**src/rlb_pkg.sv**
```systemverilog
/*
 * rlb_pkg: constants and types shared by the read latency and burst
 * configuration bank.
 * assumes: a single core_clk domain and an APB master with 32-bit data.
 */
`default_nettype none
package rlb_pkg;
    // ----------------------------------------------------------------
    // register map (byte addresses)
    // ----------------------------------------------------------------
    localparam logic [7:0] OFS_CFG_NV    = 8'h00;
    localparam logic [7:0] OFS_CFG_V     = 8'h04;
    localparam logic [7:0] OFS_PAGE_NV   = 8'h08;
    localparam logic [7:0] OFS_PAGE_V    = 8'h0C;
    localparam logic [7:0] OFS_STATUS    = 8'h10;
    localparam int         REG_W         = 16;

    // ----------------------------------------------------------------
    // field positions and factory values
    // ----------------------------------------------------------------
    localparam int         POS_WRAP_LO   = 0;
    localparam int         POS_STALL     = 2;
    localparam int         POS_RSVD      = 3;
    localparam int         POS_LAT_LO    = 4;
    localparam int         POS_PAGE      = 7;
    localparam logic [15:0] CFG_DEFAULT  = 16'h00BF;
    localparam logic [15:0] PAGE_DEFAULT = 16'h0080;

    // ----------------------------------------------------------------
    // wrap length codes and masks
    // ----------------------------------------------------------------
    localparam logic [1:0] WRAP_RSVD     = 2'b00;
    localparam logic [1:0] WRAP_64       = 2'b01;
    localparam logic [1:0] WRAP_16       = 2'b10;
    localparam logic [1:0] WRAP_32       = 2'b11;
    localparam logic [5:0] MASK_16       = 6'h0F;
    localparam logic [5:0] MASK_32       = 6'h1F;
    localparam logic [5:0] MASK_64       = 6'h3F;

    // ----------------------------------------------------------------
    // latency table
    // ----------------------------------------------------------------
    localparam logic [3:0] LAT_CODE_MAX  = 4'hB;
    localparam logic [3:0] LAT_CODE_20   = 4'hC;
    localparam logic [5:0] LAT_BASE      = 6'h05;
    localparam logic [5:0] LAT_TOP       = 6'h14;

    // status word positions
    localparam int         POS_ST_LAT    = 0;
    localparam int         POS_ST_MASK   = 6;
    localparam int         POS_ST_LRSVD  = 12;
    localparam int         POS_ST_WRSVD  = 13;

    // decoded view of one configuration copy
    typedef struct packed {
        logic       page_sel;
        logic [3:0] lat_code;
        logic       stall_sel;
        logic [1:0] wrap_len;
    } rlb_cfg_t;
endpackage
`default_nettype wire

```
**src/rlb_lat_decode.sv**
```systemverilog
/*
 * rlb_lat_decode: turns latency code, page mode and wrap code into
 * initial latency clocks and a wrap address mask.
 * assumes: purely combinational; the caller registers the results.
 */
`default_nettype none
module rlb_lat_decode
    import rlb_pkg::*;
(
    // configuration in
    input  wire rlb_cfg_t   cfg,
    // decoded values out
    output logic [5:0]      lat_clocks,
    output logic            lat_rsvd,
    output logic [5:0]      wrap_mask,
    output logic            wrap_rsvd
);
    // ----------------------------------------------------------------
    // latency: code+5 up to 16, then 20, doubled in double mode
    // ----------------------------------------------------------------
    wire [5:0] single_lat = (cfg.lat_code == LAT_CODE_20) ? LAT_TOP :
                            (LAT_BASE + {2'b00, cfg.lat_code});
    assign lat_rsvd   = (cfg.lat_code > LAT_CODE_20);
    // page_sel low selects double latency, no page-boundary gaps
    assign lat_clocks = lat_rsvd ? 6'h00 :
                        (cfg.page_sel ? single_lat
                                      : {single_lat[4:0], 1'b0});

    // ----------------------------------------------------------------
    // wrap length decode; reserved code gives a linear burst
    // ----------------------------------------------------------------
    assign wrap_rsvd = (cfg.wrap_len == WRAP_RSVD);
    assign wrap_mask = (cfg.wrap_len == WRAP_64) ? MASK_64 :
                       (cfg.wrap_len == WRAP_16) ? MASK_16 :
                       (cfg.wrap_len == WRAP_32) ? MASK_32 :
                       6'h00;
endmodule // rlb_lat_decode
`default_nettype wire

```
**src/rlb_read_cfg_bank.sv**
```systemverilog
/*
 * rlb_read_cfg_bank: read configuration bank with nonvolatile and
 * volatile copies, an APB slave, burst address wrap and strobe stall.
 * assumes: APB master on core_clk; error and burst inputs come from
 * logic on core_clk, so they are not synchronised.
 */
// What this block does
// - stall strobe on error only when select is 0
// - wrap code 01=64, 10=16, 11=32, 00 reserved
// - wrapped bursts stay in size-aligned group
// - wrap length resets to 32-byte code 11
// - codes 0..11 give 5..16 clocks, 12 gives 20
// - latency code in bits 7:4, default 1011
// - page mode 0 doubles latency, 1 single
`default_nettype none
module rlb_read_cfg_bank
    import rlb_pkg::*;
#(
    parameter int ADDR_W     = 32,
    parameter int BEAT_BYTES = 2
) (
    // clock and reset
    input  wire logic              core_clk,
    input  wire logic              srst,
    // apb slave
    input  wire logic              psel,
    input  wire logic              penable,
    input  wire logic              pwrite,
    input  wire logic [7:0]        paddr,
    input  wire logic [31:0]       pwdata,
    output logic                   pready,
    output logic [31:0]            prdata,
    output logic                   pslverr,
    // hardware reload of the volatile copies
    input  wire logic              cfg_reload,
    // error detector and data strobe control
    input  wire logic              dev_error,
    output logic                   strobe_stall,
    // burst address generation
    input  wire logic              burst_start,
    input  wire logic              burst_wrapped,
    input  wire logic [ADDR_W-1:0] burst_addr,
    input  wire logic              beat_adv,
    output logic [ADDR_W-1:0]      cur_addr,
    // decoded read timing
    output logic [5:0]             init_latency,
    output logic                   latency_code_rsvd
);
    // ----------------------------------------------------------------
    // storage
    // ----------------------------------------------------------------
    logic [REG_W-1:0]  cfg_nv_r, cfg_v_r, page_nv_r, page_v_r;
    logic              load_r;
    logic [31:0]       prdata_r;
    logic              pslverr_r;
    logic              stall_r;
    logic              wrap_on_r;
    logic [ADDR_W-1:0] addr_r, addr_nxt;
    logic [5:0]        lat_r, mask_r;
    logic              lrsvd_r, wrsvd_r;
    rlb_cfg_t          vol_cfg;
    logic [5:0]        dec_lat, dec_mask;
    logic              dec_lrsvd, dec_wrsvd;

    // ----------------------------------------------------------------
    // apb decode
    // ----------------------------------------------------------------
    wire setup_rd   = psel & ~penable & ~pwrite;
    wire access_wr  = psel & penable & pwrite;
    wire hit_cfg_nv = (paddr == OFS_CFG_NV);
    wire hit_cfg_v  = (paddr == OFS_CFG_V);
    wire hit_pg_nv  = (paddr == OFS_PAGE_NV);
    wire hit_pg_v   = (paddr == OFS_PAGE_V);
    wire hit_stat   = (paddr == OFS_STATUS);
    wire hit_any    = hit_cfg_nv | hit_cfg_v | hit_pg_nv | hit_pg_v
                    | hit_stat;
    wire [15:0] wdat = pwdata[15:0];
    wire [31:0] status_word = {18'h0_0000, wrsvd_r, lrsvd_r,
                               mask_r, lat_r};
    wire [31:0] rd_mux = hit_cfg_nv ? {16'h0000, cfg_nv_r}  :
                         hit_cfg_v  ? {16'h0000, cfg_v_r}   :
                         hit_pg_nv  ? {16'h0000, page_nv_r} :
                         hit_pg_v   ? {16'h0000, page_v_r}  :
                         hit_stat   ? status_word : 32'h0000_0000;

    // zero wait states: every access completes in its first cycle
    assign pready  = 1'b1;
    assign prdata  = prdata_r;
    assign pslverr = pslverr_r;

    // read data captured in setup so it comes straight from a flop
    always_ff @(posedge core_clk) begin
        if (srst) begin
            prdata_r  <= 32'h0000_0000;
            pslverr_r <= 1'b0;
        end else if (psel & ~penable) begin
            prdata_r  <= setup_rd ? rd_mux : 32'h0000_0000;
            pslverr_r <= ~hit_any;
        end
    end

    // ----------------------------------------------------------------
    // configuration copies
    // ----------------------------------------------------------------
    // nonvolatile copies hold factory values from reset in this model;
    // the reserved bit is stored as written, software keeps it at 1
    always_ff @(posedge core_clk) begin
        if (srst) begin
            cfg_nv_r  <= CFG_DEFAULT;
            page_nv_r <= PAGE_DEFAULT;
        end else if (access_wr) begin
            if (hit_cfg_nv) cfg_nv_r <= wdat;
            if (hit_pg_nv)  page_nv_r <= wdat;
        end
    end

    // volatile copies: loaded one cycle after reset or reload, the
    // load beats a software write landing in the same cycle
    always_ff @(posedge core_clk) begin
        if (srst) begin
            cfg_v_r  <= CFG_DEFAULT;
            page_v_r <= PAGE_DEFAULT;
            load_r   <= 1'b1;
        end else begin
            load_r <= cfg_reload;
            if (load_r) begin
                cfg_v_r  <= cfg_nv_r;
                page_v_r <= page_nv_r;
            end else if (access_wr) begin
                if (hit_cfg_v) cfg_v_r <= wdat;
                if (hit_pg_v)  page_v_r <= wdat;
            end
        end
    end

    // only the volatile copy steers read behaviour
    assign vol_cfg.page_sel  = page_v_r[POS_PAGE];
    assign vol_cfg.lat_code  = cfg_v_r[POS_LAT_LO +: 4];
    assign vol_cfg.stall_sel = cfg_v_r[POS_STALL];
    assign vol_cfg.wrap_len  = cfg_v_r[POS_WRAP_LO +: 2];

    rlb_lat_decode u_dec (
        .cfg        (vol_cfg),
        .lat_clocks (dec_lat),
        .lat_rsvd   (dec_lrsvd),
        .wrap_mask  (dec_mask),
        .wrap_rsvd  (dec_wrsvd)
    );

    // decoded timing registered once per cycle
    always_ff @(posedge core_clk) begin
        if (srst) begin
            lat_r   <= 6'h00;
            mask_r  <= 6'h00;
            lrsvd_r <= 1'b0;
            wrsvd_r <= 1'b0;
        end else begin
            lat_r   <= dec_lat;
            mask_r  <= dec_mask;
            lrsvd_r <= dec_lrsvd;
            wrsvd_r <= dec_wrsvd;
        end
    end
    assign init_latency      = lat_r;
    assign latency_code_rsvd = lrsvd_r;

    // ----------------------------------------------------------------
    // data strobe stall
    // ----------------------------------------------------------------
    always_ff @(posedge core_clk) begin
        if (srst) stall_r <= 1'b0;
        else      stall_r <= dev_error & ~vol_cfg.stall_sel;
    end
    assign strobe_stall = stall_r;

    // ----------------------------------------------------------------
    // burst address: low bits roll inside the aligned group
    // ----------------------------------------------------------------
    // linear bursts and the reserved wrap code take an all-ones mask, so
    // every address bit gets the plain increment instead of freezing
    wire              wrap_act = wrap_on_r & ~wrsvd_r;
    wire [ADDR_W-1:0] mask_ext = wrap_act
                               ? {{(ADDR_W-6){1'b0}}, mask_r}
                               : {ADDR_W{1'b1}};
    wire [ADDR_W-1:0] addr_inc = addr_r + ADDR_W'(BEAT_BYTES);
    assign addr_nxt = (addr_r & ~mask_ext) | (addr_inc & mask_ext);

    always_ff @(posedge core_clk) begin
        if (srst) begin
            addr_r    <= '0;
            wrap_on_r <= 1'b0;
        end else if (burst_start) begin
            addr_r    <= burst_addr;
            wrap_on_r <= burst_wrapped;
        end else if (beat_adv) begin
            addr_r    <= addr_nxt;
        end
    end
    assign cur_addr = addr_r;
endmodule // rlb_read_cfg_bank
`default_nettype wire

```
**config.mk**
```make
export PLATFORM = sky130hd
export DESIGN_NAME = rlb_read_cfg_bank
export DESIGN_NICKNAME = d
export VERILOG_FILES = /design/src/rlb_pkg.sv /design/src/rlb_lat_decode.sv /design/src/rlb_read_cfg_bank.sv
export SDC_FILE = /design/constraint.sdc
export NUM_CORES = 1
export LEC_CHECK = 0
export BUFFER_PORTS_ARGS = -buffer_cell sky130_fd_sc_hd__buf_4
export CELL_PAD_IN_SITES_DETAIL_PLACEMENT = 0
export CELL_PAD_IN_SITES_GLOBAL_PLACEMENT = 1
export CORE_MARGIN = 2
export CORE_UTILIZATION = 37
export CTS_BUF_LIST = sky130_fd_sc_hd__clkbuf_4 sky130_fd_sc_hd__clkbuf_8
export DETAILED_ROUTE_END_ITERATION = 7
export GPL_ROUTABILITY_DRIVEN = 0
export PLACE_DENSITY = 0.81
export SKIP_CTS_REPAIR_TIMING = 1
export SYNTH_ARGS = -nofsm -noshare
export SYNTH_HDL_FRONTEND = slang
export SYNTH_HIERARCHICAL = 1
export SYNTH_SLANG_ARGS = --single-unit
```
**constraint.sdc**
```tcl
create_clock -name core_clk -period 1.9 [get_ports core_clk]
set_input_delay 0 -clock core_clk [delete_from_list [all_inputs] [get_ports core_clk]]
set_output_delay 0 -clock core_clk [all_outputs]
set_load 0.01 [all_outputs]
```
# == Yosys cells after proc, flatten, opt, wreduce, memory -nomap -nowiden ==
# Index checks and enable logic that the tools add are counted.
# classes
shift,0
bitwise,20
muxes,20
order_cmp,1
n_eq_ne,8
div_mod_pow,0
reduce_logical,12
add_sub_neg,2
mul,0
# op_table
op,n
2-to-1 mux 16 bit,11
2-to-1 mux 32 bit,3
bitwise AND 32 bit,2
"adder 32 x 2 -> 32 bit, second input constant",1
NOT 32 bit,1
OR 32 bit,1
2-to-1 mux 6 bit,4
"equality test 8 x 4 -> 1 bit, second input constant",2
2-to-1 mux 14 bit,1
"equality test 8 x 3 -> 1 bit, second input constant",1
"equality test 8 x 5 -> 1 bit, second input constant",1
zero test 8 bit,1
AND reduction 2 bit,4
nonzero test 2 bit,4
bitwise AND 1 bit,6
NOT 1 bit,6
"adder 3 x 4 -> 5 bit, first input constant",1
2-to-1 mux 5 bit,1
"equality test 2 bit, second input constant",2
"equality test 4 bit, second input constant",1
"> comparator 4 bit, second input constant",1
OR 1 bit,4
OR reduction 3 bit,1
"equality test 2 x 1 -> 1 bit, second input constant",1
2 further kinds,2
# word_totals
in_bits,82
romBits,0
latchBits,0
ff_bits,146
output_inout_bits,74
ramBits,0
memories,0

# == Longest topological paths before layout ==
# Gate-level depths: netlist of the first run.
# logic_depth
word_depth,8
ltp_mapped,7
depth_no_buf,6

# == By module ==
# Netlist of the first run, hierarchy kept.
# modules_own_cells
module,area_each_um2,n_inst,seq_area_each_um2,cells_per_inst
rlb_read_cfg_bank,6487.5,1,2602.5,771
rlb_lat_decode,186.4,1,0.0,31

# == Least setup slack after synthesis of the first run ==
# Ideal clock, no wire load.
# synth_path
path_type,register to register
startpoint,register with a tool-made name
endpoint,register with a tool-made name
setup_ns,0.091
slack_ns,-0.134
stages_incl_launch_ff,5
arrival_ns,1.943
required_ns,1.809
path_buffers,0
synth_period_minus_slack_ns,2.034
path_cell_list,dfxtp_1 nand4_2 or4_4 or4_1 a311oi_1

==> results_tabular.tex, run 1 <==
\begin{tabular}{lr}
\hline
Metric & Value \\
\hline
\multicolumn{2}{l}{\textbf{Placement}} \\
\quad Number of placed instances, taps included & approximately 1200 \\
\quad Cell area reported after detailed placement & 8160 sq um \\
\quad Total of buffers placed on input and output ports & 122 \\
\quad HPWL after detailed placement & 14900 microns \\
\multicolumn{2}{l}{\textbf{Finish}} \\
\quad Synthesis-to-finish area growth & 38.3\% \\
\quad Post-layout net count & 1101 \\
\quad \# fillers & approximately 1700 \\
\quad Number of antenna diodes & 0 \\
\quad Final non-filler cell area & approximately 9200 sq um \\
\quad Proportion of layout cells with a drive suffix above 1 & about a quarter \\
\quad Layout Cells excl Fill & around 1300 \\
\multicolumn{2}{l}{\textbf{GRT}} \\
\quad Maximum number of pins on one net before global-route repair & 48 \\
\quad Initial antenna violation count & 0 \\
\quad Number of global-route vias before repair & about 6300 \\
\quad Leftover overflow at the end of global routing & 0 \\
\quad First-pass GRT wire length & around 34000 microns \\
\quad Total routing usage reported by global routing & 22.0\% \\
\multicolumn{2}{l}{\textbf{Drt}} \\
\quad DRT iter0 DRCs & 622 \\
\quad Number of vias after detailed routing & approximately 6800 \\
\quad Wirelength, routed & between 20000 and 25000 microns \\
\quad Via count normalized by instance count & roughly 5.4 \\
\quad Remaining antenna violation count & 0 \\
\quad Post-detailed-route wirelength per cell & about 17 microns \\
\quad Number of iterations in the first detailed-routing pass & 5 \\
\quad Remaining DRCs & 0 \\
\multicolumn{2}{l}{\textbf{Pwr}} \\
\quad Power density relative to cell area & approximately 670 nW/um\^{}2 \\
\quad Reported leakage power & between 3 and 4 nW \\
\quad Worst IR Drop VDD & between 0.4 and 0.5 mV \\
\quad Total chip power & around 6.2 mW \\
\multicolumn{2}{l}{\textbf{STA}} \\
\quad Worst-case clock skew & 0.0112 ns \\
\quad Setup violators final & 0 \\
\quad Max Transition Viols Final & 0 \\
\quad Min cycle time layout & around 1.9 ns \\
\quad Number of hold-slack violations in the final timing report & 0 \\
\quad RSZ-0062 raised after global routing & true \\
\quad Fmax & 538 MHz \\
\quad Slew at the pin closest to its max-slew limit & slightly above 0.8 ns \\
\quad Tightest slew margin relative to the limit & roughly 45\% \\
\quad Total negative slack & 0 ns \\
\quad Post-route fraction of the period consumed by the critical path & 97.8\% \\
\multicolumn{2}{l}{\textbf{Synth}} \\
\quad Synthesized instance count & approximately 800 \\
\quad Mean cell area of the mapped netlist & $\sim$8.3 sq um \\
\quad Async set or reset register ratio after synthesis & 0\% \\
\quad Count of state elements after synthesis & 130 \\
\quad Area share of the largest cell type after synthesis & between 30\% and 40\% \\
\quad Sequential area share after synthesis & approximately two fifths \\
\quad Dominant cells by area after synthesis & sky130\_fd\_sc\_hd\_\_dfxtp\_1 (39\%), sky130\_fd\_sc\_hd\_\_mux2i\_1 (7.6\%), sky130\_fd\_sc\_hd\_\_nand2\_1 (6.5\%) \\
\quad Ys flop type & sky130\_fd\_sc\_hd\_\_dfxtp\_1 \\
\quad Post-synth cell types & between 50 and 60 \\
\quad Synthesized area & between 6000 and 7000 sq um \\
\quad Number of flops mapped to enable cells by yosys & 0 \\
\quad Synth warnings & 6 \\
\quad Most area-hungry cell type in the Yosys netlist & sky130\_fd\_sc\_hd\_\_dfxtp\_1 \\
\multicolumn{2}{l}{\textbf{Die}} \\
\quad Vertical die dimension & about 140 microns \\
\quad Die span in x & between 100 and 150 microns \\
\quad Placeable core region & 17800 sq um \\
\quad Row Count & between 40 and 50 \\
\quad Ports & approximately 160 \\
\quad Starting density of the core & roughly 37\% \\
\quad Total Die Area & about 19000 sq um \\
\multicolumn{2}{l}{\textbf{Setup path}} \\
\quad Highest-delay cell along the critical path & sky130\_fd\_sc\_hd\_\_or4\_4 \\
\quad Setup Crit Path Kind & flop to flop \\
\quad CP Data Arrival Time & around 2.2 ns \\
\quad Required time reported for the critical path endpoint & 2.26 ns \\
\quad R2r worst-path depth & 5 \\
\quad Worst R2R Setup Slack & between 0.04 and 0.05 ns \\
\quad Peak per-stage delay on the critical path & 0.59 ns \\
\quad Type of element capturing the critical path & flop \\
\quad Maximum fanout encountered on the critical timing path & 5 \\
\quad Startpoint Class & flop \\
\quad Crit path cell chain & nand4\_4, or4\_4, buf\_6, or3\_1, a311oi\_1 \\
\multicolumn{2}{l}{\textbf{Clocking}} \\
\quad Root buf cell & sky130\_fd\_sc\_hd\_\_clkbuf\_8 \\
\quad Clock Tree Buf Depth & 2 \\
\quad Clock insertion delay at the later pin of the skew report & $\sim$0.45 ns \\
\quad TritonCTS clock tree & done \\
\quad Clock transition time at the flip-flop clock pins of the worst setup and hold paths & roughly 0.07 ns \\
\quad Clock Sinks & 130 \\
\quad Maximum level of the CTS H-tree & 4 \\
\quad Number of clock buffers inserted by TritonCTS & 17 \\
\multicolumn{2}{l}{\textbf{Worst hold path}} \\
\quad Path type of the worst min-delay path & primary input to flop \\
\multicolumn{2}{l}{\textbf{Job}} \\
\quad Max-cap check violation count & 0 \\
\multicolumn{2}{l}{\textbf{Outcome}} \\
\quad Result of the run & finished clean \\
\hline
\end{tabular}
power by group:
group | internal [mW] | switching (mW) | total, mW
sequential | 2.80 | 0.0758 | 2.88
clock | 1.29 | 1.11 | 2.40
combinational | 0.453 | 0.474 | 0.927
worst max-delay path: cells and delay by family, from the launching register on:
family | cells | cell delay (ns)
AND/OR/NAND/NOR | 3 | 1.03
flip-flops | 1 | 0.36
AO/OA/AOI/OAI | 1 | 0.23
buffers and inverters | 1 | 0.15
Yosys cell counts, drive strengths merged, types with 17 or more instances:
cell    count
buf        27
dfxtp     130
nor2b      20
clkbuf     48
o311ai     17
a21oi      21
nand2b     18
nor2       80
nand2     115
o31ai      23
mux2i      51
o211ai     38
stage by stage:
stage / setup slack, ns / hold WS (ns) / util, %
2_1_floorplan: -0.0458 / 0.104 / -
3_3_place_gp: -0.0108 / 0.189 / 45.7
3_5_place_dp: -0.0347 / 0.193 / 45.7
4_1_cts: -0.0555 / -0.298 / 48.0
5_1_grt: -0.0339 / 0.00109 / 51.7
6_report: 0.0418 / 0.00220 / 51.7
placed cells by master, fill, tap and decap left out, types with 7 or more instances in the layout:
master                          instances
sky130_fd_sc_hd__buf_4                191
sky130_fd_sc_hd__dfxtp_1              121
sky130_fd_sc_hd__nand2_1              115
sky130_fd_sc_hd__nor2_1                80
sky130_fd_sc_hd__dlygate4sd3_1         60
sky130_fd_sc_hd__mux2i_1               51
sky130_fd_sc_hd__o211ai_1              38
sky130_fd_sc_hd__o31ai_1               23
sky130_fd_sc_hd__a21oi_1               21
sky130_fd_sc_hd__nor2b_1               20
sky130_fd_sc_hd__clkbuf_8              20
sky130_fd_sc_hd__nand2b_1              18
sky130_fd_sc_hd__o311ai_0              17
sky130_fd_sc_hd__conb_1                17
sky130_fd_sc_hd__inv_1                 16
sky130_fd_sc_hd__nand3_1               16
sky130_fd_sc_hd__nand4_1               15
sky130_fd_sc_hd__o21ai_0               14
sky130_fd_sc_hd__a22o_1                14
sky130_fd_sc_hd__a211oi_1              11
sky130_fd_sc_hd__nor4_1                10
sky130_fd_sc_hd__or4_1                  9
sky130_fd_sc_hd__and3_1                 9
sky130_fd_sc_hd__a31oi_1                9
sky130_fd_sc_hd__a311oi_1               9
sky130_fd_sc_hd__dfxtp_2                9
sky130_fd_sc_hd__or3_1                  7
sky130_fd_sc_hd__xor2_1                 7
sky130_fd_sc_hd__a221o_1                7
per-layer routing:
metal  GRT usage, %  vias to the layer above  wire length, microns  share of wire [%]
li1               -                     3330                     -                  -
met2           34.4                      226                  9830                 46
met1           30.2                     3224                 10100                 47
met3           4.75                       29                  1180                5.5
met5              0                        -                     0                  0
met4           7.57                        0                   406                1.9
cell families after synthesis:
kind of cell               share of synthesized area [%]
adders and majority gates                          0.562
AOI/OAI and AO/OA                                   19.8
and+or+nand+nor                                     24.7
muxes                                               8.32
buffers and inverters                               6.30
xor gates and xnor gates                            1.18
DFF                                                 39.0
other                                              0.113
worst min path at each step:
stage,start,to,slack (ns),cells past startpoint
final,beat_adv,flop,0.002,3
after CTS,cfg_reload,load_r$_SDFF_PP1_,-0.30,2
after detailed placement,cfg_reload,load_r$_SDFF_PP1_,0.19,2
after global routing,beat_adv,flop,0.001,3
after global placement,cfg_reload,load_r$_SDFF_PP1_,0.19,2
after floorplan,cfg_reload,load_r$_SDFF_PP1_,0.10,1
cell type report:
type                       count  area, sq um  share of cell area (%)
sequential                   130         2610                    28.3
clock inverter                10          108                    1.17
clock buffer                  22          290                    3.15
inverter                      16         60.1                   0.651
timing repair buffer         255         2110                    22.8
multi-input combinational    596         3760                    40.8
tap                          229          287                    3.10
No activity file was read; power rests on OpenSTA's default activity.
==> run 2: changes to the inputs <==
--- a/config.mk
+++ b/config.mk
@@ -5,16 +5,17 @@
 export SDC_FILE = /design/constraint.sdc
 export NUM_CORES = 1
 export LEC_CHECK = 0
-export BUFFER_PORTS_ARGS = -buffer_cell sky130_fd_sc_hd__buf_4
 export CELL_PAD_IN_SITES_DETAIL_PLACEMENT = 0
 export CELL_PAD_IN_SITES_GLOBAL_PLACEMENT = 1
 export CORE_MARGIN = 2
-export CORE_UTILIZATION = 37
+export CORE_UTILIZATION = 44
 export CTS_BUF_LIST = sky130_fd_sc_hd__clkbuf_4 sky130_fd_sc_hd__clkbuf_8
 export DETAILED_ROUTE_END_ITERATION = 7
+export DONT_BUFFER_PORTS = 1
 export GPL_ROUTABILITY_DRIVEN = 0
 export PLACE_DENSITY = 0.81
 export SKIP_CTS_REPAIR_TIMING = 1
+export SLEW_MARGIN = 20
 export SYNTH_ARGS = -nofsm -noshare
 export SYNTH_HDL_FRONTEND = slang
 export SYNTH_HIERARCHICAL = 1
==> constraint.sdc (replaced) <==
create_clock -name core_clk -period 1.9 [get_ports core_clk]
set_input_delay 0.38 -clock core_clk [delete_from_list [all_inputs] [get_ports core_clk]]
set_output_delay 0.38 -clock core_clk [all_outputs]
set_load 0.01 [all_outputs]
==> run 2 against run 1 <==
  * The flow now finishes with violations (setup timing)
  * Combinational power decreased by 34%
  * Die area shrank 15%
  * Final area down 16%
  * Clock skew increased by 0.0028 ns
  * Non-clock buffer count shrank 179
  * Critical path type unchanged
  * Largest cell class unchanged
==> results_tabular.tex, run 2 (synthesis gave the netlist of run 1 again) <==
\begin{tabular}{lr}
\hline
Metric & Value \\
\hline
\multicolumn{2}{l}{\textbf{Pwr}} \\
\quad Power density relative to cell area & slightly below 800 nW/um\^{}2 \\
\quad Switching power & roughly 1.5 mW \\
\quad Sequential share of power & between 40\% and 50\% \\
\quad Reported leakage power & a little over 3 nW \\
\quad Part of the total power dissipated in the clock network & about two fifths \\
\quad Total chip power & just under 6 mW \\
\quad Switching power as a share of total power & between 20\% and 30\% \\
\quad Worst IR Drop VDD & approximately 0.40 mV \\
\quad Combinational Power Share & about 10\% \\
\quad Cell-internal power & 4.46 mW \\
\multicolumn{2}{l}{\textbf{GRT}} \\
\quad Leftover overflow at the end of global routing & 0 \\
\quad Total routing usage reported by global routing & 25.3\% \\
\quad First-pass GRT wire length & 32400 microns \\
\quad Number of global-route vias before repair & a little over 6000 \\
\quad Maximum number of pins on one net before global-route repair & between 70 and 80 \\
\quad Initial antenna violation count & 0 \\
\multicolumn{2}{l}{\textbf{Setup path}} \\
\quad Sum of buffers and inverters on the critical path & 0 \\
\quad CP Data Arrival Time & 2.26 ns \\
\quad Startpoint Class & flop \\
\quad Highest-delay cell along the critical path & sky130\_fd\_sc\_hd\_\_or4\_4 \\
\quad Required time reported for the critical path endpoint & about 2.3 ns \\
\quad Type of element capturing the critical path & flop \\
\quad Maximum fanout encountered on the critical timing path & 7 \\
\quad Crit path cell chain & nand4\_4, or4\_4, or3\_1, a2111oi\_2 \\
\quad Peak per-stage delay on the critical path & $\sim$0.60 ns \\
\quad Setup Crit Path Kind & flop to flop \\
\quad Top Family by Delay on Critical Path & simple AND/OR/NAND/NOR gates \\
\multicolumn{2}{l}{\textbf{Drt}} \\
\quad Via count normalized by instance count & slightly above 6 \\
\quad Remaining DRCs & 0 \\
\quad Number of iterations in the first detailed-routing pass & 5 \\
\quad Wirelength, routed & approximately 21000 microns \\
\quad Number of vias after detailed routing & around 6400 \\
\quad Post-detailed-route wirelength per cell & $\sim$20 microns \\
\quad DRT iter0 DRCs & slightly above 500 \\
\quad Remaining antenna violation count & 0 \\
\multicolumn{2}{l}{\textbf{STA}} \\
\quad RSZ-0062 raised after global routing & true \\
\quad Worst-case clock skew & about 0.014 ns \\
\quad Total negative slack & -0.0141 ns \\
\quad PnR worst setup slack & -0.0141 ns \\
\quad Tightest slew margin relative to the limit & between 50\% and 60\% \\
\quad Post-route fraction of the period consumed by the critical path & 101\% \\
\quad Slew at the pin closest to its max-slew limit & about 0.74 ns \\
\quad Max Transition Viols Final & 0 \\
\quad Fmax & 522 MHz \\
\quad Number of hold-slack violations in the final timing report & 0 \\
\quad Min cycle time layout & approximately 1.9 ns \\
\quad Setup violators final & 1 \\
\multicolumn{2}{l}{\textbf{Finish}} \\
\quad Proportion of layout cells with a drive suffix above 1 & between 10\% and 20\% \\
\quad Most frequent cells in the layout & sky130\_fd\_sc\_hd\_\_dfxtp\_1 (121), sky130\_fd\_sc\_hd\_\_nand2\_1 (115), sky130\_fd\_sc\_hd\_\_nor2\_1 (80) \\
\quad Post-layout net count & between 900 and 1000 \\
\quad Number of antenna diodes & 0 \\
\quad \# fillers & $\sim$1400 \\
\quad Most common cell after layout, fill and taps aside & sky130\_fd\_sc\_hd\_\_dfxtp\_1 \\
\quad Synthesis-to-finish area growth & 16.2\% \\
\multicolumn{2}{l}{\textbf{Clocking}} \\
\quad Root buf cell & sky130\_fd\_sc\_hd\_\_clkbuf\_8 \\
\quad Maximum level of the CTS H-tree & 4 \\
\quad Clock Tree Buf Depth & 2 \\
\quad TritonCTS clock tree & done \\
\quad Clock Sinks & 130 \\
\quad Clock insertion delay at the later pin of the skew report & $\sim$0.45 ns \\
\quad Clock transition time at the flip-flop clock pins of the worst setup and hold paths & 0.08 ns \\
\quad Number of clock buffers inserted by TritonCTS & 17 \\
\multicolumn{2}{l}{\textbf{Die}} \\
\quad Row Count & 45 \\
\quad Die span in x & about 130 microns \\
\quad Vertical die dimension & about 130 microns \\
\quad Placeable core region & around 15000 sq um \\
\quad Total Die Area & 16200 sq um \\
\quad Starting density of the core & $\sim$44\% \\
\quad Ports & 156 \\
\multicolumn{2}{l}{\textbf{Outcome}} \\
\quad Result of the run & finished, violations left \\
\quad Violated checks & setup timing \\
\multicolumn{2}{l}{\textbf{Worst hold path}} \\
\quad Path type of the worst min-delay path & primary input to flop \\
\multicolumn{2}{l}{\textbf{Placement}} \\
\quad Total of buffers placed on input and output ports & 0 \\
\quad HPWL after detailed placement & between 10000 and 15000 microns \\
\multicolumn{2}{l}{\textbf{Job}} \\
\quad Max-cap check violation count & 0 \\
\hline
\end{tabular}
-- run 2: cell count changes in the layout (fill, tap and decap cells not counted), sizes merged --
| cell | change |
|---|---|
| buf | -120 |
| bufinv | +1 |
| clkbuf | +1 |
| clkinv | -2 |
| clkinvlp | -3 |
| dlygate4sd3 | -59 |
-- run 2: per-stage QoR --
stage	util (%)	hold WS (ns)	instances	setup slack, ns	area [sq um]
CTS	50.6	-0.0319	1031	-0.161	7610
detailed placement	47.9	0.454	1002	-0.119	7210
finish	51.6	0.0290	1035	-0.0141	7750
floorplan	-	0.421	817	-0.0458	6740
global route	51.6	0.000273	1035	-0.119	7750
global placement	47.9	0.454	1002	-0.0946	7210
-- run 2: final timing paths --
kind	endpoint	slack (ns)	startpoint	depth (start not counted)
setup / recovery	flop	-0.01	flop	4
hold / removal	flop	0.03	burst_start	1
setup reg to reg	flop	-0.01	flop	4
hold reg to reg	page_nv_r[4]$_SDFFE_PP0P_	0.48	page_nv_r[4]$_SDFFE_PP0P_	2
-- run 2: power groups by stage --
stage / combinational [mW] / sequential (mW) / clock [mW]
2_1_floorplan: 0.392 / 2.96 / 0
3_3_place_gp: 0.554 / 2.94 / 0
3_5_place_dp: 0.566 / 2.94 / 0
4_1_cts: 0.569 / 2.88 / 2.51
5_1_grt: 0.662 / 2.90 / 2.61
6_report: 0.608 / 2.89 / 2.47
-- run 2: final cells by class --
class	count	area [sq um]	share of cell area (%)
clock inverters	6	105	1.36
inverters	16	60.1	0.775
multi-input cells	596	3800	49.0
clock buffers	23	298	3.84
flip-flops and latches	130	2610	33.7
well taps	188	235	3.03
repair buffers	76	639	8.25
-- run 2: layer usage --
| layer | up-vias | GRT usage (%) | part of all wire [%] |
|---|---|---|---|
| met5 | - | 0 | 0 |
| met3 | 43 | 8.04 | 9.1 |
| met4 | 0 | 8.92 | 2.2 |
| met1 | 3083 | 30.4 | 41 |
| met2 | 294 | 42.7 | 48 |
| li1 | 2967 | - | - |
-- run 2: worst reg2reg max path, delay by kind of cell, from the launching register on --
family / cells / cell delay [ns]
simple gates: 3 / 1.16
compound gates: 1 / 0.29
flops: 1 / 0.36
==> run 3: changes to the inputs <==
--- a/config.mk
+++ b/config.mk
@@ -5,15 +5,13 @@
 export SDC_FILE = /design/constraint.sdc
 export NUM_CORES = 1
 export LEC_CHECK = 0
-export CELL_PAD_IN_SITES_DETAIL_PLACEMENT = 0
-export CELL_PAD_IN_SITES_GLOBAL_PLACEMENT = 1
 export CORE_MARGIN = 2
-export CORE_UTILIZATION = 44
+export CORE_UTILIZATION = 60
 export CTS_BUF_LIST = sky130_fd_sc_hd__clkbuf_4 sky130_fd_sc_hd__clkbuf_8
 export DETAILED_ROUTE_END_ITERATION = 7
 export DONT_BUFFER_PORTS = 1
 export GPL_ROUTABILITY_DRIVEN = 0
-export PLACE_DENSITY = 0.81
+export PLACE_DENSITY = 0.82
 export SKIP_CTS_REPAIR_TIMING = 1
 export SLEW_MARGIN = 20
 export SYNTH_ARGS = -nofsm -noshare
==> run 3 against run 2 <==
  * The flow still finishes with violations (setup timing)
  * Utilization rose by 20 points
  * Combinational power rose by 1%
  * First-iteration DRC count rose by 77%
  * Critical path type unchanged
  * Largest cell class unchanged
==> results_tabular.tex, run 3 (synthesis gave the netlist of run 1 again) <==
\begin{tabular}{lr}
\hline
Metric & Value \\
\hline
\multicolumn{2}{l}{\textbf{Outcome}} \\
\quad Result of the run & finished, violations left \\
\quad Violated checks & setup timing \\
\multicolumn{2}{l}{\textbf{Finish}} \\
\quad Total area of multi-input combinational cells & $\sim$3800 sq um \\
\quad Number of antenna diodes & 0 \\
\quad Proportion of layout cells with a drive suffix above 1 & 17.4\% \\
\quad \# fillers & about 830 \\
\quad Most common cell after layout, fill and taps aside & sky130\_fd\_sc\_hd\_\_dfxtp\_1 \\
\quad Post-layout net count & slightly above 900 \\
\quad Area taken by flip-flops and latches & 2620 sq um \\
\quad Synthesis-to-finish area growth & 15.8\% \\
\quad Most frequent cells in the layout & sky130\_fd\_sc\_hd\_\_dfxtp\_1 (120), sky130\_fd\_sc\_hd\_\_nand2\_1 (115), sky130\_fd\_sc\_hd\_\_nor2\_1 (80) \\
\quad Final non-filler cell area & slightly below 8000 sq um \\
\multicolumn{2}{l}{\textbf{Clocking}} \\
\quad Clock Sinks & 130 \\
\quad Clock transition time at the flip-flop clock pins of the worst setup and hold paths & around 0.07 ns \\
\quad Maximum level of the CTS H-tree & 4 \\
\quad Clock insertion delay at the later pin of the skew report & $\sim$0.46 ns \\
\quad Clock Tree Buf Depth & 2 \\
\quad Root buf cell & sky130\_fd\_sc\_hd\_\_clkbuf\_8 \\
\quad TritonCTS clock tree & done \\
\quad Number of clock buffers inserted by TritonCTS & 17 \\
\multicolumn{2}{l}{\textbf{Worst hold path}} \\
\quad Path type of the worst min-delay path & primary input to flop \\
\multicolumn{2}{l}{\textbf{GRT}} \\
\quad Number of global-route vias before repair & roughly 6200 \\
\quad First-pass GRT wire length & 30000 microns \\
\quad Total routing usage reported by global routing & between 30\% and 40\% \\
\quad Initial antenna violation count & 0 \\
\quad Leftover overflow at the end of global routing & 0 \\
\quad Maximum number of pins on one net before global-route repair & 76 \\
\multicolumn{2}{l}{\textbf{Pwr}} \\
\quad Cell-internal power & roughly 4.3 mW \\
\quad Power density relative to cell area & approximately 760 nW/um\^{}2 \\
\quad Combinational Power Share & between 10\% and 20\% \\
\quad Switching power as a share of total power & between 20\% and 30\% \\
\quad Sequential share of power & 49.2\% \\
\quad Worst IR Drop VDD & 0.759 mV \\
\quad Part of the total power dissipated in the clock network & approximately two fifths \\
\quad Reported leakage power & approximately 3 nW \\
\quad Switching power & 1.57 mW \\
\multicolumn{2}{l}{\textbf{Placement}} \\
\quad HPWL after detailed placement & 13600 microns \\
\quad Cell area reported after detailed placement & a little over 7000 sq um \\
\quad Total of buffers placed on input and output ports & 0 \\
\quad Worst slack at placement & -0.105 ns \\
\multicolumn{2}{l}{\textbf{Setup path}} \\
\quad Required time reported for the critical path endpoint & about 2.3 ns \\
\quad Type of element capturing the critical path & flop \\
\quad Critical Path Stages & 4 \\
\quad Highest-delay cell along the critical path & sky130\_fd\_sc\_hd\_\_or4\_4 \\
\quad Peak per-stage delay on the critical path & approximately 0.62 ns \\
\quad Startpoint Class & flop \\
\quad R2r worst-path depth & 4 \\
\quad Maximum fanout encountered on the critical timing path & 5 \\
\quad Top Family by Delay on Critical Path & simple AND/OR/NAND/NOR gates \\
\quad Crit path cell chain & nand4\_1, or4\_4, or3\_4, a2111oi\_4 \\
\quad Setup Crit Path Kind & flop to flop \\
\quad Worst R2R Setup Slack & -0.06 ns \\
\quad Sum of buffers and inverters on the critical path & 0 \\
\quad CP Data Arrival Time & about 2.3 ns \\
\multicolumn{2}{l}{\textbf{STA}} \\
\quad Setup violators final & 4 \\
\quad Slew at the pin closest to its max-slew limit & about 0.88 ns \\
\quad Min cycle time layout & approximately 2.0 ns \\
\quad PnR worst setup slack & -0.0565 ns \\
\quad RSZ-0062 raised after global routing & true \\
\quad Worst-case clock skew & around 0.011 ns \\
\quad Post-route fraction of the period consumed by the critical path & 103\% \\
\quad Tightest slew margin relative to the limit & between 40\% and 50\% \\
\quad Max Transition Viols Final & 0 \\
\quad Number of hold-slack violations in the final timing report & 0 \\
\quad Fmax & $\sim$510 MHz \\
\quad Worst hold slack & around 0.022 ns \\
\multicolumn{2}{l}{\textbf{Die}} \\
\quad Row Count & 38 \\
\quad Placeable core region & between 10000 and 15000 sq um \\
\quad Ports & between 150 and 200 \\
\quad Die span in x & approximately 110 microns \\
\quad Vertical die dimension & 109 microns \\
\quad Starting density of the core & around 60\% \\
\quad Total Die Area & $\sim$12000 sq um \\
\multicolumn{2}{l}{\textbf{Drt}} \\
\quad Number of vias after detailed routing & $\sim$6600 \\
\quad Via count normalized by instance count & approximately 6.6 \\
\quad Remaining DRCs & 0 \\
\quad Post-detailed-route wirelength per cell & roughly 20 microns \\
\quad Remaining antenna violation count & 0 \\
\quad Number of iterations in the first detailed-routing pass & 6 \\
\quad DRT iter0 DRCs & just under 900 \\
\quad Wirelength, routed & 20300 microns \\
\multicolumn{2}{l}{\textbf{Job}} \\
\quad Max-cap check violation count & 0 \\
\hline
\end{tabular}
-- run 3: changes by cell type in the layout (fill, tap and decap cells not counted), sizes merged --
cell | previous run | this run
bufinv | 3 | 2
clkinvlp | 0 | 4
buf | 75 | 80
dlygate4sd3 | 1 | 0
or4 | 15 | 16
inv | 16 | 19
clkbuf | 23 | 20
-- run 3: worst min-delay path by stage --
stage | startpoint | endpoint | slack [ns] | cells past startpoint
floorplan | cfg_v_r[2]$_SDFFE_PP1P_ | strobe_stall$_SDFF_PP0_ | 0.42 | 1
global placement | srst | flop | 0.45 | 1
detailed placement | srst | flop | 0.45 | 1
CTS | srst | flop | -0.04 | 1
global route | cfg_reload | load_r$_SDFF_PP1_ | 0.008 | 1
finish | burst_start | flop | 0.02 | 1
-- run 3: per-layer routing --
layer	global-route usage (%)	part of all wire, %	routed length, microns	vias to the layer above
li1	-	-	-	2983
met5	0	0	0	-
met2	53.1	48	9670	430
met4	16.0	4.0	808	0
met3	12.9	12	2400	80
met1	36.5	37	7420	3058
-- run 3: layout make-up --
cell class | instances | area share (%)
well taps | 140 | 2.27
multi-input cells | 597 | 49.5
inverters | 16 | 0.777
clock inverters | 12 | 1.70
clock buffers | 20 | 3.40
flip-flops and latches | 130 | 33.8
repair buffers | 80 | 8.50
-- run 3: power groups by stage --
stage | registers, mW | logic [mW] | clock network, mW
finish | 2.88 | 0.616 | 2.35
global route | 2.89 | 0.667 | 2.49
CTS | 2.87 | 0.570 | 2.37
global placement | 2.93 | 0.549 | 0
detailed placement | 2.94 | 0.568 | 0
floorplan | 2.96 | 0.392 | 0
-- run 3: per-stage QoR --
step,TNS (ns),utilization [%],power [mW],instances
2_1_floorplan,-0.0458,-,3.35,817
3_3_place_gp,-0.104,65.6,3.48,953
3_5_place_dp,-0.651,65.6,3.50,953
4_1_cts,-0.566,69.3,5.82,985
5_1_grt,-0.626,71.3,6.05,995
6_report,-0.178,71.3,5.85,995
